--- config.mk ---
export PLATFORM = sky130hd
export DESIGN_NAME = mid_core
export DESIGN_NICKNAME = d
export VERILOG_FILES = /design/src/mid_pkg.sv /design/src/mid_core.sv
export SDC_FILE = /design/constraint.sdc
export NUM_CORES = 1
export LEC_CHECK = 0
export BUFFER_PORTS_ARGS = -buffer_cell sky130_fd_sc_hd__buf_4
export CAP_MARGIN = 20
export CORE_MARGIN = 5
export CORE_UTILIZATION = 61
export DETAILED_ROUTE_END_ITERATION = 6
export GPL_TIMING_DRIVEN = 0
export HOLD_SLACK_MARGIN = 0.05
export PLACE_DENSITY = 0.89
export SLEW_MARGIN = 20
export SYNTH_ARGS = -nofsm -noshare
export SYNTH_HDL_FRONTEND = slang
export SYNTH_SLANG_ARGS = --single-unit
--- constraint.sdc ---
create_clock -name mclk_i -period 22.9 [get_ports mclk_i]
set_input_delay 2.29 -clock mclk_i [delete_from_list [all_inputs] [get_ports mclk_i]]
set_output_delay 2.29 -clock mclk_i [all_outputs]
set_load 0.05 [all_outputs]
--- src/mid_pkg.sv ---
// Purpose: Shared constants and types for the instruction decoder core
// Assumes: 13-bit instruction words, 8-bit data path, AHB-Lite register access
// Notes:   Bus offsets, status bit positions and control register reset values live here
package mid_pkg;

  // ************
  // Core widths
  // ************
  localparam int unsigned IW = 13;
  localparam int unsigned DW = 8;
  localparam int unsigned PW = 12;
  localparam int unsigned STACK_DEPTH = 8;
  localparam int unsigned NREG = 64;
  localparam int unsigned NPCTRL = 16;

  // ************
  // Clock figures
  // ************
  localparam int unsigned CLK_NS = 50;
  localparam int unsigned CLKS_PER_CYCLE = 2;

  // ************
  // Special register indexes and fields
  // ************
  localparam logic [5:0] REG_PCL = 6'h02;
  localparam logic [5:0] REG_STATUS = 6'h03;
  localparam logic [3:0] PCTRL_FIRST = 4'h5;
  localparam int unsigned ST_C = 0;
  localparam int unsigned ST_DC = 1;
  localparam int unsigned ST_Z = 2;
  localparam int unsigned ST_P = 3;
  localparam int unsigned ST_T = 4;
  localparam int unsigned ST_PG_LO = 5;

  // ************
  // Fixed encodings
  // ************
  localparam logic [12:0] ENC_NOP = 13'h0000;
  localparam logic [12:0] ENC_DAA = 13'h0001;
  localparam logic [12:0] ENC_CFGW = 13'h0002;
  localparam logic [12:0] ENC_SLEEP = 13'h0003;
  localparam logic [12:0] ENC_WATCHDOG_CLEAR_INSTR = 13'h0004;
  localparam logic [12:0] ENC_IEN = 13'h0010;
  localparam logic [12:0] ENC_IDIS = 13'h0011;
  localparam logic [12:0] ENC_RET = 13'h0012;
  localparam logic [12:0] ENC_RETURN_FROM_IRQ_INSTR = 13'h0013;
  localparam logic [12:0] ENC_CFGR = 13'h0014;

  // ************
  // Bus register map
  // ************
  localparam logic [7:0] OFS_CTRL = 8'h00;
  localparam logic [7:0] OFS_CORE = 8'h04;
  localparam logic [7:0] OFS_PC = 8'h08;
  localparam int unsigned CTRL_CYC = 0;
  localparam int unsigned CTRL_RUN = 1;
  localparam logic CTRL_CYC_RST = 1'b1;
  localparam logic CTRL_RUN_RST = 1'b0;
  localparam logic [2:0] HSIZE_WORD = 3'h2;

  typedef enum logic [1:0] {
    MID_FETCH  = 2'b00,
    MID_EXEC   = 2'b01,
    MID_STALL0 = 2'b11,
    MID_STALL1 = 2'b10
  } mid_state_t;

  typedef struct packed {
    logic       wr;
    logic [7:0] ofs;
  } mid_wreq_t;

endpackage

--- src/mid_core.sv ---
// Purpose: Decode and execute 13-bit instructions of an 8-bit controller core
// Assumes: Program ROM answers the fetch address within the same instruction cycle
// Notes:   Software starts the core and picks the PC-write cycle option over AHB-Lite
`timescale 1ns/1ns
`default_nettype none
module mid_core
  import mid_pkg::*;
(
  // Clock and reset
  input  wire logic          mclk_i,
  input  wire logic          arst_n_i,
  // AHB-Lite slave
  input  wire logic          hsel_i,
  input  wire logic [31:0]   haddr_i,
  input  wire logic [1:0]    htrans_i,
  input  wire logic          hwrite_i,
  input  wire logic [2:0]    hsize_i,
  input  wire logic [31:0]   hwdata_i,
  input  wire logic          hready_i,
  output logic               hreadyout_o,
  output logic               hresp_o,
  output logic [31:0]        hrdata_o,
  // Program ROM
  output logic [PW-1:0]      rom_addr_o,
  input  wire logic [IW-1:0] rom_data_i,
  // Wake pin and core side effects
  input  wire logic          wake_i,
  output logic               sleep_o,
  output logic               wdt_clr_o,
  output logic               irq_en_o,
  output logic [DW-1:0]      mode_cfg_o
);

  // ************
  // State
  // ************
  mid_state_t            state_ff, nxt_state;
  logic [PW-1:0]         pc_ff;
  logic [DW-1:0]         acc_ff, mcfg_ff;
  logic [DW-1:0]         regs_ff [NREG];
  logic [DW-1:0]         pctrl_ff [NPCTRL];
  logic [PW-1:0]         stack_ff [STACK_DEPTH];
  logic [2:0]            sp_ff;
  logic                  fz_ff, fc_ff, fdc_ff, ft_ff, fp_ff;
  logic [1:0]            page_ff;
  logic                  skip_ff, ien_ff, sleep_ff, watchdog_clear_instr_ff;
  logic                  cyc_opt_ff, run_ff;
  logic                  wake_s1_ff, wake_s2_ff;
  mid_wreq_t             wreq_ff;
  logic [31:0]           hrdata_ff;

  // ************
  // Field decode
  // ************
  wire logic [IW-1:0] ins = rom_data_i;
  wire logic [5:0]    rr = ins[5:0];
  wire logic [2:0]    bsel = ins[8:6];
  wire logic [9:0]    k10 = ins[9:0];
  wire logic [7:0]    k8 = ins[7:0];
  wire logic          is_lit = ins[12];
  wire logic          is_bit = !ins[12] && ins[11];
  wire logic          is_reg = !ins[12] && !ins[11];
  wire logic [4:0]    rop = ins[10:6];
  wire logic          is_misc = is_reg && (rop == 5'h00);
  wire logic          exec_ok = (state_ff == MID_EXEC) && !skip_ff;

  // Status register view and register read mux; port control registers are read separately
  wire logic [DW-1:0] status_v = {1'b0, page_ff, ft_ff, fp_ff, fz_ff, fdc_ff, fc_ff};
  wire logic [DW-1:0] rval = (rr == REG_PCL) ? pc_ff[7:0] :
                             (rr == REG_STATUS) ? status_v : regs_ff[rr];
  wire logic          rbit = rval[bsel];

  // Fixed encodings take precedence over port control access
  wire logic is_fixed = (ins <= ENC_WATCHDOG_CLEAR_INSTR) || ((ins >= ENC_IEN) && (ins <= ENC_CFGR));
  wire logic is_pcw = is_misc && !ins[4] && !is_fixed && (ins[3:0] >= PCTRL_FIRST);
  wire logic is_pcr = is_misc && ins[4] && !is_fixed && (ins[3:0] >= PCTRL_FIRST);

  // ************
  // Datapath
  // ************
  logic [DW-1:0] res;
  logic          wr_a, wr_r, upd_z, upd_c, upd_dc, n_c, n_dc, do_skip;
  logic [8:0]    sum9;
  logic [4:0]    sum5;
  logic [DW-1:0] opnd;

  always_comb
  begin
    res = '0;
    wr_a = 1'b0;
    wr_r = 1'b0;
    upd_z = 1'b0;
    upd_c = 1'b0;
    upd_dc = 1'b0;
    n_c = fc_ff;
    n_dc = fdc_ff;
    do_skip = 1'b0;
    opnd = is_lit ? k8 : rval;
    // Shared adder: sub is operand minus acc, carry set when no borrow
    if ((is_reg && (rop == 5'h04 || rop == 5'h05)) || (is_lit && ins[10:8] == 3'h5))
    begin
      sum9 = {1'b0, opnd} + {1'b0, ~acc_ff} + 9'h001;
      sum5 = {1'b0, opnd[3:0]} + {1'b0, ~acc_ff[3:0]} + 5'h01;
    end
    else
    begin
      sum9 = {1'b0, opnd} + {1'b0, acc_ff};
      sum5 = {1'b0, opnd[3:0]} + {1'b0, acc_ff[3:0]};
    end
    if (is_reg)
    begin
      wr_r = rop[0] && (rop >= 5'h04);
      wr_a = !rop[0] && (rop >= 5'h04);
      case (rop)
        5'h00:
        begin
          if (ins == ENC_DAA)
          begin
            // Decimal adjust of the accumulator, carry only
            sum9 = {1'b0, acc_ff} + (((acc_ff[3:0] > 4'h9) || fdc_ff) ? 9'h006 : 9'h000);
            if ((sum9[7:4] > 4'h9) || fc_ff || sum9[8])
              sum9 = sum9 + 9'h060;
            res = sum9[7:0];
            wr_a = 1'b1;
            upd_c = 1'b1;
            n_c = sum9[8] || fc_ff;
          end
          else if (ins == ENC_CFGR)
          begin
            res = mcfg_ff;
            wr_a = 1'b1;
          end
          else if (is_pcr)
          begin
            res = pctrl_ff[ins[3:0]];
            wr_a = 1'b1;
          end
        end
        5'h01: begin res = acc_ff; wr_r = 1'b1; end
        5'h02: begin res = '0; wr_a = 1'b1; upd_z = 1'b1; end
        5'h03: begin res = '0; wr_r = 1'b1; upd_z = 1'b1; end
        5'h04, 5'h05, 5'h0e, 5'h0f:
        begin
          res = sum9[7:0];
          upd_z = 1'b1;
          upd_c = 1'b1;
          upd_dc = 1'b1;
          n_c = sum9[8];
          n_dc = sum5[4];
        end
        5'h06, 5'h07: begin res = rval - 8'h01; upd_z = 1'b1; end
        5'h08, 5'h09: begin res = acc_ff | rval; upd_z = 1'b1; end
        5'h0a, 5'h0b: begin res = acc_ff & rval; upd_z = 1'b1; end
        5'h0c, 5'h0d: begin res = acc_ff ^ rval; upd_z = 1'b1; end
        5'h10, 5'h11: begin res = rval; upd_z = 1'b1; end
        5'h12, 5'h13: begin res = ~rval; upd_z = 1'b1; end
        5'h14, 5'h15: begin res = rval + 8'h01; upd_z = 1'b1; end
        5'h16, 5'h17:
        begin
          res = rval - 8'h01;
          do_skip = (res == '0);
        end
        5'h18, 5'h19: begin res = {fc_ff, rval[7:1]}; upd_c = 1'b1; n_c = rval[0]; end
        5'h1a, 5'h1b: begin res = {rval[6:0], fc_ff}; upd_c = 1'b1; n_c = rval[7]; end
        5'h1c, 5'h1d: res = {rval[3:0], rval[7:4]};
        5'h1e, 5'h1f:
        begin
          res = rval + 8'h01;
          do_skip = (res == '0);
        end
        default: res = '0;
      endcase
    end
    else if (is_bit)
    begin
      // Bit ops: 00 clear, 01 set, 10 skip if clear, 11 skip if set
      res = rval;
      res[bsel] = ins[9];
      wr_r = !ins[10];
      do_skip = ins[10] && (rbit == ins[9]);
    end
    else if (ins[11])
    begin
      wr_a = (ins[10:8] != 3'h6);
      case (ins[10:8])
        3'h0, 3'h4: res = k8;
        3'h1: begin res = acc_ff | k8; upd_z = 1'b1; end
        3'h2: begin res = acc_ff & k8; upd_z = 1'b1; end
        3'h3: begin res = acc_ff ^ k8; upd_z = 1'b1; end
        3'h5, 3'h7:
        begin
          res = sum9[7:0];
          upd_z = 1'b1;
          upd_c = 1'b1;
          upd_dc = 1'b1;
          n_c = sum9[8];
          n_dc = sum5[4];
        end
        default: res = '0;
      endcase
    end
  end

  // Control flow decode
  wire logic pc_wr = exec_ok && wr_r && (rr == REG_PCL);
  wire logic is_ret = is_misc && ((ins == ENC_RET) || (ins == ENC_RETURN_FROM_IRQ_INSTR));
  wire logic is_return_with_literal = is_lit && (ins[11:8] == 4'hc);
  wire logic is_call = is_lit && (ins[11:10] == 2'b00);
  wire logic is_jmp = is_lit && (ins[11:10] == 2'b01);
  wire logic [PW-1:0] pc_inc = pc_ff + 12'h001;
  wire logic [PW-1:0] pc_lit = {page_ff, k10};
  wire logic [2:0]    sp_top = sp_ff - 3'h1;
  wire logic [PW-1:0] pc_next = !exec_ok ? pc_inc :
                               (is_call || is_jmp) ? pc_lit :
                               (is_ret || is_return_with_literal) ? stack_ff[sp_top] :
                               pc_wr ? {pc_ff[11:8], res} : pc_inc;

  // ************
  // Sequencer
  // ************
  always_comb
  begin
    nxt_state = state_ff;
    case (state_ff)
      MID_FETCH: if (run_ff && !sleep_ff) nxt_state = MID_EXEC;
      MID_EXEC: nxt_state = (pc_wr && cyc_opt_ff) ? MID_STALL0 : MID_FETCH;
      MID_STALL0: nxt_state = MID_STALL1;
      MID_STALL1: nxt_state = MID_FETCH;
      default: nxt_state = MID_FETCH;
    endcase
  end

  always_ff @(posedge mclk_i or negedge arst_n_i)
  begin
    if (!arst_n_i)
    begin
      state_ff <= MID_FETCH;
      pc_ff <= '0;
      acc_ff <= '0;
      mcfg_ff <= '0;
      sp_ff <= '0;
      {fz_ff, fc_ff, fdc_ff} <= '0;
      {ft_ff, fp_ff} <= 2'b11;
      page_ff <= '0;
      skip_ff <= 1'b0;
      ien_ff <= 1'b0;
      sleep_ff <= 1'b0;
      watchdog_clear_instr_ff <= 1'b0;
      wake_s1_ff <= 1'b0;
      wake_s2_ff <= 1'b0;
    end
    else
    begin
      state_ff <= nxt_state;
      wake_s1_ff <= wake_i;
      wake_s2_ff <= wake_s1_ff;
      watchdog_clear_instr_ff <= exec_ok && ((ins == ENC_SLEEP) || (ins == ENC_WATCHDOG_CLEAR_INSTR));
      if (wake_s2_ff)
        sleep_ff <= 1'b0;
      if (state_ff == MID_EXEC)
      begin
        pc_ff <= pc_next;
        skip_ff <= exec_ok && do_skip;
      end
      if (exec_ok)
      begin
        if (wr_a)
          acc_ff <= res;
        if (upd_z)
          fz_ff <= (res == '0);
        if (upd_c)
          fc_ff <= n_c;
        if (upd_dc)
          fdc_ff <= n_dc;
        if (wr_r && rr == REG_STATUS)
        begin
          {page_ff, ft_ff, fp_ff} <= res[6:3];
          if (!upd_z)
            fz_ff <= res[ST_Z];
          if (!upd_c)
            fc_ff <= res[ST_C];
          if (!upd_dc)
            fdc_ff <= res[ST_DC];
        end
        if (ins == ENC_CFGW)
          mcfg_ff <= acc_ff;
        if (ins == ENC_SLEEP)
        begin
          {ft_ff, fp_ff} <= 2'b10;
          sleep_ff <= 1'b1;
        end
        if (ins == ENC_WATCHDOG_CLEAR_INSTR)
          {ft_ff, fp_ff} <= 2'b11;
        if (ins == ENC_IEN || ins == ENC_RETURN_FROM_IRQ_INSTR)
          ien_ff <= 1'b1;
        if (ins == ENC_IDIS)
          ien_ff <= 1'b0;
        if (is_call)
        begin
          stack_ff[sp_ff] <= pc_inc;
          sp_ff <= sp_ff + 3'h1;
        end
        if (is_ret || is_return_with_literal)
          sp_ff <= sp_top;
      end
    end
  end

  // General and port control registers have no reset, like plain RAM
  always_ff @(posedge mclk_i)
  begin
    if (exec_ok && wr_r && rr != REG_PCL && rr != REG_STATUS)
      regs_ff[rr] <= res;
    if (exec_ok && is_pcw)
      pctrl_ff[ins[3:0]] <= acc_ff;
  end

  // ************
  // AHB-Lite slave, zero wait states
  // ************
  wire logic        acc_phase = hsel_i && htrans_i[1] && hready_i;
  wire logic [7:0]  aofs = haddr_i[7:0];
  wire logic [31:0] rd_mux = (aofs == OFS_CTRL) ? {30'h0, run_ff, cyc_opt_ff} :
                             (aofs == OFS_CORE) ? {11'h0, sp_ff, sleep_ff, ien_ff, status_v, acc_ff} :
                             (aofs == OFS_PC) ? {20'h0, pc_ff} : 32'h0;

  always_ff @(posedge mclk_i or negedge arst_n_i)
  begin
    if (!arst_n_i)
    begin
      wreq_ff <= '0;
      hrdata_ff <= '0;
      cyc_opt_ff <= CTRL_CYC_RST;
      run_ff <= CTRL_RUN_RST;
    end
    else
    begin
      wreq_ff.wr <= acc_phase && hwrite_i && (hsize_i == HSIZE_WORD);
      wreq_ff.ofs <= aofs;
      if (acc_phase && !hwrite_i)
        hrdata_ff <= rd_mux;
      if (wreq_ff.wr && wreq_ff.ofs == OFS_CTRL)
      begin
        cyc_opt_ff <= hwdata_i[CTRL_CYC];
        run_ff <= hwdata_i[CTRL_RUN];
      end
    end
  end

  // ************
  // Outputs
  // ************
  assign hreadyout_o = 1'b1;
  assign hresp_o = 1'b0;
  assign hrdata_o = hrdata_ff;
  assign rom_addr_o = pc_ff;
  assign sleep_o = sleep_ff;
  assign wdt_clr_o = watchdog_clear_instr_ff;
  assign irq_en_o = ien_ff;
  assign mode_cfg_o = mcfg_ff;

  // ************
  // Assertions
  // ************
  property p_exec_after_fetch;
    @(posedge mclk_i) disable iff (!arst_n_i)
    state_ff == MID_EXEC |-> $past(state_ff) == MID_FETCH;
  endproperty
  a_exec_after_fetch: assert property (p_exec_after_fetch) else $error("exec not preceded by fetch");

  property p_stall_two;
    @(posedge mclk_i) disable iff (!arst_n_i)
    pc_wr && cyc_opt_ff |=> state_ff == MID_STALL0 ##1 state_ff == MID_STALL1 ##1 state_ff == MID_FETCH;
  endproperty
  a_stall_two: assert property (p_stall_two) else $error("pc write did not stall one cycle");

  property p_no_stall;
    @(posedge mclk_i) disable iff (!arst_n_i)
    pc_wr && !cyc_opt_ff |=> state_ff == MID_FETCH && pc_ff[7:0] == $past(res);
  endproperty
  a_no_stall: assert property (p_no_stall) else $error("single cycle pc write wrong");

  property p_skip_set;
    @(posedge mclk_i) disable iff (!arst_n_i)
    exec_ok && do_skip |=> skip_ff ##2 !skip_ff;
  endproperty
  a_skip_set: assert property (p_skip_set) else $error("skip not taken once");

  property p_skip_quiet;
    @(posedge mclk_i) disable iff (!arst_n_i)
    state_ff == MID_EXEC && skip_ff |=> $stable(acc_ff) && $stable(fz_ff) && $stable(fc_ff);
  endproperty
  a_skip_quiet: assert property (p_skip_quiet) else $error("skipped instruction had effect");

  property p_bit_value;
    @(posedge mclk_i) disable iff (!arst_n_i)
    exec_ok && is_bit && !ins[10] && rr > REG_STATUS |=> regs_ff[$past(rr)][$past(bsel)] == $past(ins[9]);
  endproperty
  a_bit_value: assert property (p_bit_value) else $error("bit clear or set wrong");

  property p_irq_on;
    @(posedge mclk_i) disable iff (!arst_n_i)
    exec_ok && (ins == ENC_IEN || ins == ENC_RETURN_FROM_IRQ_INSTR) |=> irq_en_o;
  endproperty
  a_irq_on: assert property (p_irq_on) else $error("interrupts not enabled");

  property p_logic_carry;
    @(posedge mclk_i) disable iff (!arst_n_i)
    exec_ok && is_reg && rop >= 5'h08 && rop <= 5'h0d |=> $stable(fc_ff) && $stable(fdc_ff);
  endproperty
  a_logic_carry: assert property (p_logic_carry) else $error("logic op changed carry");

  property p_call_push;
    @(posedge mclk_i) disable iff (!arst_n_i)
    exec_ok && is_call |=> sp_ff == $past(sp_ff) + 3'h1 && pc_ff == $past(pc_lit);
  endproperty
  a_call_push: assert property (p_call_push) else $error("call did not push and jump");

  c_skip: cover property (@(posedge mclk_i) disable iff (!arst_n_i) exec_ok && do_skip);
  c_stall: cover property (@(posedge mclk_i) disable iff (!arst_n_i) state_ff == MID_STALL1);
  c_ret: cover property (@(posedge mclk_i) disable iff (!arst_n_i) exec_ok && is_ret);

endmodule
`default_nettype wire

* Word-level counts from Yosys, hierarchy flattened *
Memories as Yosys holds them, arrays and structs flattened.
Cells that the tools add are included.

word-level totals
  register bits after elaboration = 89
  memory bits (writable) = 736
  input bits = 88
  output and inout bits = 57
  word-level logic and storage cells = 316
  memories = 3

memory list
  memory    depth  bits a word  read ports  clocked after Yosys merged registers in  wr ports  line            text
  regs_ff   64     8            1           0                                        1         mid_core.sv:40  logic [DW-1:0] regs_ff [NREG];
  pctrl_ff  16     8            1           0                                        1         mid_core.sv:41  logic [DW-1:0] pctrl_ff [NPCTRL];
  stack_ff  8      12           1           0                                        1         mid_core.sv:42  logic [PW-1:0] stack_ff [STACK_DEPTH];

operators by class
  add/sub/neg operators = 13
  order comparisons = 9
  equal/unequal tests = 62
  mux-type cells = 99
  bitwise gates (word level) = 9
  reduce and logical (&&, ||, !) cells = 98

operators by type and width
  kind                 count
  $pmux 8 s14          1
  $eq 5x5->1 const B   16
  $mux 8               9
  $eq 13x5->1 const B  5
  $mux 1               62
  $mux 12              5
  $mux 9               5
  $mux 21              2
  $eq 5x4->1 const B   8
  $logic_not 8->1      5
  $pmux 8 s5           1
  $logic_and 1x1->1    38
  $reduce_or 2->1      14
  $eq 13x2->1 const B  2
  $eq 5x3->1 const B   4
  $reduce_or 20->1     1
  $add 8x8->9          2
  $and 8x8->8          2
  $not 8->8            2
  $or 8x8->8           2
  $xor 8x8->8          2
  $reduce_and 2->1     7
  $eq 13x1->1 const B  1
  $eq 13x3->1 const B  1
  other kinds (54)     93

* Depth between registers and ports, before layout *
  word-level depth = 18
  depth in mapped cells = 27
  mapped depth without buffers = 22

* Least setup slack after synthesis *
Ideal clock, no wire load.

  kind = input port to flip-flop
  from = in rom_data_i[1]
  to = mem regs_ff[0][5], data pin
  setup time = 0.812 ns
  arrival = 9.018 ns
  required time = 22.088 ns
  path slack = 13.070 ns
  stages = 18
  buffers on the path = 1
  cell sequence = buf_6 > mux4_1 > mux2_2 > o22ai_1 > nor3_1 > o31ai_4 > inv_1 > a21boi_0 > inv_1 > ha_1 > nand2b_1 > a21oi_1 > nor2_1 > o311ai_0 > a21o_1 > nand3_1 > nor4b_1 > a311oi_1

between the ends
  word-level cells in the longest chain between the ends = 11
  elaborated cells between the ends (all ways) = 37
  classes of those cells = add/sub: 5; order compare: 4; eq/ne: 4; mux: 13; bitwise: 4; reduce/logical: 5; memory: 2

RTL lines
  what                                              line                              text
  from (decl)                                       mid_core.sv:25                    input wire logic [IW-1:0] rom_data_i,
  $mem_v2 64x8, or another cell as far along        --
  $mux 8 or $logic_and 1x1->1 (tied branches)       mid_core.sv:70, mid_core.sv:74
  $mux 8 or $logic_or 1x1->1 (tied branches)        mid_core.sv:69, mid_core.sv:74
  $mux 8 or $logic_not 1->1 (tied branches)         mid_core.sv:98, mid_core.sv:76
  $add 8x8->9 or $logic_and 1x1->1 (tied branches)  mid_core.sv:102, mid_core.sv:76
  $add 9x1->9 or $logic_and 1x1->1 (tied branches)  mid_core.sv:102, mid_core.sv:76
  $mux 9 or $mux 8 (tied branches)                  mid_core.sv:100, mid_core.sv:133
  $pmux 8 s5 or $mux 8 (tied branches)              mid_core.sv:185, mid_core.sv:128
  $mux 8, on equally long branches                  mid_core.sv:182, mid_core.sv:117
  $mux 8 or $pmux 8 s14 (tied branches)             mid_core.sv:174, mid_core.sv:114
  $mux 8 (*)                                        mid_core.sv:110                   if (is_reg)
  named net res[5]                                  mid_core.sv:81                    logic [DW-1:0] res;
  to (decl)                                         mid_core.sv:40

Mark *: on every way through the listed nets, which the timed path passes. The rest lies on a longest branch.

* Worst setup path after layout *
  from = in rom_data_i[3]
  to = reg fz_ff

between the ends
  word-level cells in the longest chain between the ends = 15
  elaborated cells between the ends (all ways) = 45
  classes of those cells = add/sub: 5; order compare: 4; eq/ne: 4; mux: 16; bitwise: 7; reduce/logical: 7; memory: 2

RTL lines
  what                                              line                              text
  $mem_v2 64x8, or another cell as far along        --
  $mux 8 or $logic_and 1x1->1 (tied branches)       mid_core.sv:70, mid_core.sv:74
  $mux 8 or $logic_or 1x1->1 (tied branches)        mid_core.sv:69, mid_core.sv:74
  $mux 8 or $logic_not 1->1 (tied branches)         mid_core.sv:98, mid_core.sv:76
  $add 8x8->9 or $logic_and 1x1->1 (tied branches)  mid_core.sv:102, mid_core.sv:76
  $add 9x1->9 or $logic_and 1x1->1 (tied branches)  mid_core.sv:102, mid_core.sv:76
  $mux 9 or $mux 8 (tied branches)                  mid_core.sv:100, mid_core.sv:133
  $pmux 8 s5 or $mux 8 (tied branches)              mid_core.sv:185, mid_core.sv:128
  $mux 8, on equally long branches                  mid_core.sv:182, mid_core.sv:117
  $mux 8 or $pmux 8 s14 (tied branches)             mid_core.sv:174, mid_core.sv:114
  $mux 8 (*)                                        mid_core.sv:110
  named net res[6]                                  mid_core.sv:81
  $logic_not 8->1 (*)                               mid_core.sv:270                   fz_ff <= (res == '0);
  $mux 1 (*)                                        mid_core.sv:269                   if (upd_z)
  $mux 1                                            mid_core.sv:278                   if (!upd_z)
  $mux 1 (*)                                        mid_core.sv:275                   if (wr_r && rr == REG_STATUS)
  to (signal assigned)                              mid_core.sv:270
  to (signal assigned)                              mid_core.sv:279                   fz_ff <= res[ST_Z];
  to (decl)                                         mid_core.sv:44                    logic fz_ff, fc_ff, fdc_ff, ft_ff, fp_ff;

Marked as above.
A chain may end at the register's enable or synchronous reset.

==> flow_summary.ini <==
[timing]
min_period_over_period_pct = 42.98
max_slew.worst_pin.slew_ns = 1.187
fin_skew_ns = 0.03472
slew_headroom_pct = 20.55
layout_min_cycle_time_ns = 9.843
rsz0062_at_grt = false
hold_violations = 0
setup_tns_ns = 0
drv_slew = 0
finalSetupViolCount = 0
fmax_mhz = 101.6
hold-worst-slack_ns = 0.3982

[clock_tree]
cts_buffer_depth = 3
ctsHtreeMaxLevel = 3
clk_latency_ns = 0.66
post-cts-setup-buffer-count = 0
cts_tree = done
cts_sinks = 806
cts_hold_buf = 0
clkTransAtPathRegs_ns = 0.06
ctsResizeCount = 0
cts_buffers = 79
cts_root_buf = clkbuf_16

[placement]
place.gp.congestion = 1.022
post-dp-hpwl_mm = 79.90
numPortBuffers = 74

[power]
clkPwrFrac_pct = 34.7
switching_share_pct = 29.35
p_switching_w = 0.001135
max-vdd-ir-drop_uv = 90.86
leakage_nw = 14.47
p_int_w = 0.002732
share_comb_of_total_power_pct = 19.0
powerDensity_nw_per_um2 = 93.78
sequentialPowerShare_pct = 46.3

[logic_synthesis]
synth_cell_types = 96
synth-seq-cells = 806
async_reset_ff_share_pct = 9.553
yosysSeqAreaShare_pct = 65.53
synthFlopType = edfxtp_1
synth_top_cell_by_area = edfxtp_1
synthTopCellsByArea = edfxtp_1, mux4_2, dfrtp_1, mux2i_1, ha_1
synth.most_common_cell = edfxtp_1
synth_edf_count = 729
yosysTopAreaCellShare_pct = 60.21
synth_cells = 2392
synth_area_sq_um = 36350
netlist_top_cells_count = edfxtp_1, nor2_1, nand2_1, mux2i_1, mux4_2
yosys_warnings = 0
avgSynthCellArea_sq_um = 15.20

[setup_path]
reg2reg_to = fz_ff
critPathKind = in2reg
crit_family = compound AO/OA/AOI/OAI gates
r2r_cells = 20
cpPeakStageDelay_ns = 0.80
cp.required_ns = 23.45
cp_common_cell = inv_1
path_buf_inv = 8
crit_arrival_ns = 10.39
reg2reg_slack_ns = 15.33
critPathLaunchType = primary input
crit_slowest_cell = a2111oi_0
cp_cell_sequence = buf_4 -> buf_2 -> buf_6 -> buf_6 -> inv_1 -> buf_2 -> mux2i_1 -> o22ai_1 -> o31ai_4 -> inv_1 -> a21boi_0 -> inv_1 -> fa_1 -> nand2b_1 -> a21oi_1 -> nor2_1 -> o31ai_1 -> xnor2_1 -> mux2i_1 -> o221ai_1 -> a2111oi_0 -> a31oi_4 -> or4_1 -> o41ai_2
critPathCaptureType = flip-flop
reg2reg_from = regs_ff[14][1]
critPathMaxFanout = 10

[global_route]
overflow = 0
grt_util_all_layers_pct = 36.79
grt_max_degree = 80
antenna_found_initial = 4
grt_pass1_wl_mm = 170.1
first_global_vias = 24590

[min_path]
hp-class = reg2reg
min_to = wake_s2_ff
hold_start = wake_s1_ff
worstHoldPathCells = 0

[floorplanning]
start_util_pct = 61.60
die_area_sq_um = 64580
placementRows = 89
die_w_microns = 254.1
core_sq_um = 59020
die-height_microns = 254.1
ios = 145

[drt]
drc_errors = 30
via_per_inst = 7.203
drt_pass1_iterations = 7
routed_wl_mm = 120.1
drt_iter0_markers = 4314
wl_per_cell_microns = 34.64
num_vias = 24960
final_antenna_net_count = 0

[layout]
seqCellArea_sq_um = 23820
drive_gt1_share_pct = 18.39
nets = 2777
area_growth_pct = 13.41
multi_input_area_sq_um = 11750
nFillCells = 3682

[flow_run]
cap_violations = 0

[run_status]
violations = design-rule violations
status = complete, but fails checks
cells by family (layout without fill, tap and decap cells):
logic type,Yosys count,in the layout,share of synthesized area (%)
DFF,806,806,65.53
and+or+nand+nor,582,582,7.506
AOI/OAI and AO/OA,404,404,7.572
muxes,301,301,13.30
buffers and inverters,205,443,3.149
adders and majority gates,63,63,2.230
xor gates and xnor gates,29,29,0.6986
other,2,65,0.02066
worst max-delay path by stage:
stage,from,to,slack (ns),cells past startpoint
floorplan,rom_data_i[1],regs_ff[0][5],13.07,18
global placement,rom_data_i[3],regs_ff[37][5],7.35,21
detailed placement,rom_data_i[3],fz_ff,12.93,22
CTS,rom_data_i[3],fz_ff,13.48,24
global route,rom_data_i[3],fz_ff,13.20,24
finish,rom_data_i[3],fz_ff,13.06,24
state kept, by name, summed over array words and instances (netlist names), 2 cells and up:
register / flops
acc_ff: 8
hrdata_o: 20
mode_cfg_o: 8
page_ff: 2
pctrl_ff: 124
regs_ff: 509
rom_addr_o: 12
sp_ff: 3
stack_ff: 96
state_ff: 2
wreq_ff: 9
power by group through the flow:
stage	Sequential, W	Combinational [W]	Clock, W
2_1_floorplan	0.00182	0.000414	0
3_3_place_gp	0.00182	0.000661	0
3_5_place_dp	0.00182	0.000707	0
4_1_cts	0.00179	0.000713	0.00134
5_1_grt	0.00179	0.000765	0.00141
6_report	0.00179	0.000733	0.00134
area by class of cell:
cell class / count / area share (%)
tap: 773 / 2.346
antenna: 2 / 0.01214
multi-input combinational: 1442 / 28.50
clock buffer: 99 / 5.026
clock inverter: 47 / 1.393
inverter: 48 / 0.4400
sequential: 806 / 57.79
buffer: 157 / 2.337
timing repair buffer: 92 / 2.164
through the flow:
| step | worst slack (ns) | instances | power [W] | utilization [%] | instance area [sq um] |
|---|---|---|---|---|---|
| 3_3_place_gp | 7.345 | 3300 | 0.002484 | 64.57 | 38110 |
| 4_1_cts | 13.48 | 3464 | 0.003842 | 69.82 | 41210 |
| 3_5_place_dp | 12.93 | 3318 | 0.002525 | 65.34 | 38560 |
| 6_report | 13.06 | 3466 | 0.003867 | 69.86 | 41230 |
| 5_1_grt | 13.20 | 3464 | 0.003967 | 69.85 | 41220 |
| 2_1_floorplan | 13.07 | 2453 | 0.002238 | - | 36580 |
layout by cell type (no fill, tap or decap), types with 28 or more instances in the layout:
| cell type | count |
|---|---|
| edfxtp_1 | 729 |
| nand3_1 | 56 |
| nand2_1 | 178 |
| a21oi_1 | 82 |
| o21ai_0 | 84 |
| nor2_1 | 177 |
| nor3_1 | 28 |
| a22oi_1 | 62 |
| inv_1 | 39 |
| mux2i_1 | 135 |
| ha_1 | 60 |
| buf_4 | 102 |
| conb_1 | 63 |
| mux4_2 | 130 |
| dfrtp_1 | 72 |
| clkbuf_1 | 86 |
| clkbuf_16 | 79 |
routing by layer:
metal	wire, microns	GRT usage (%)	vias up
met5	21	0	-
li1	-	-	9780
met4	8083	18.15	4
met2	54680	57.23	2380
met1	41310	48.44	12220
met3	15970	10.57	582
Power figures use the tool's default switching activity.
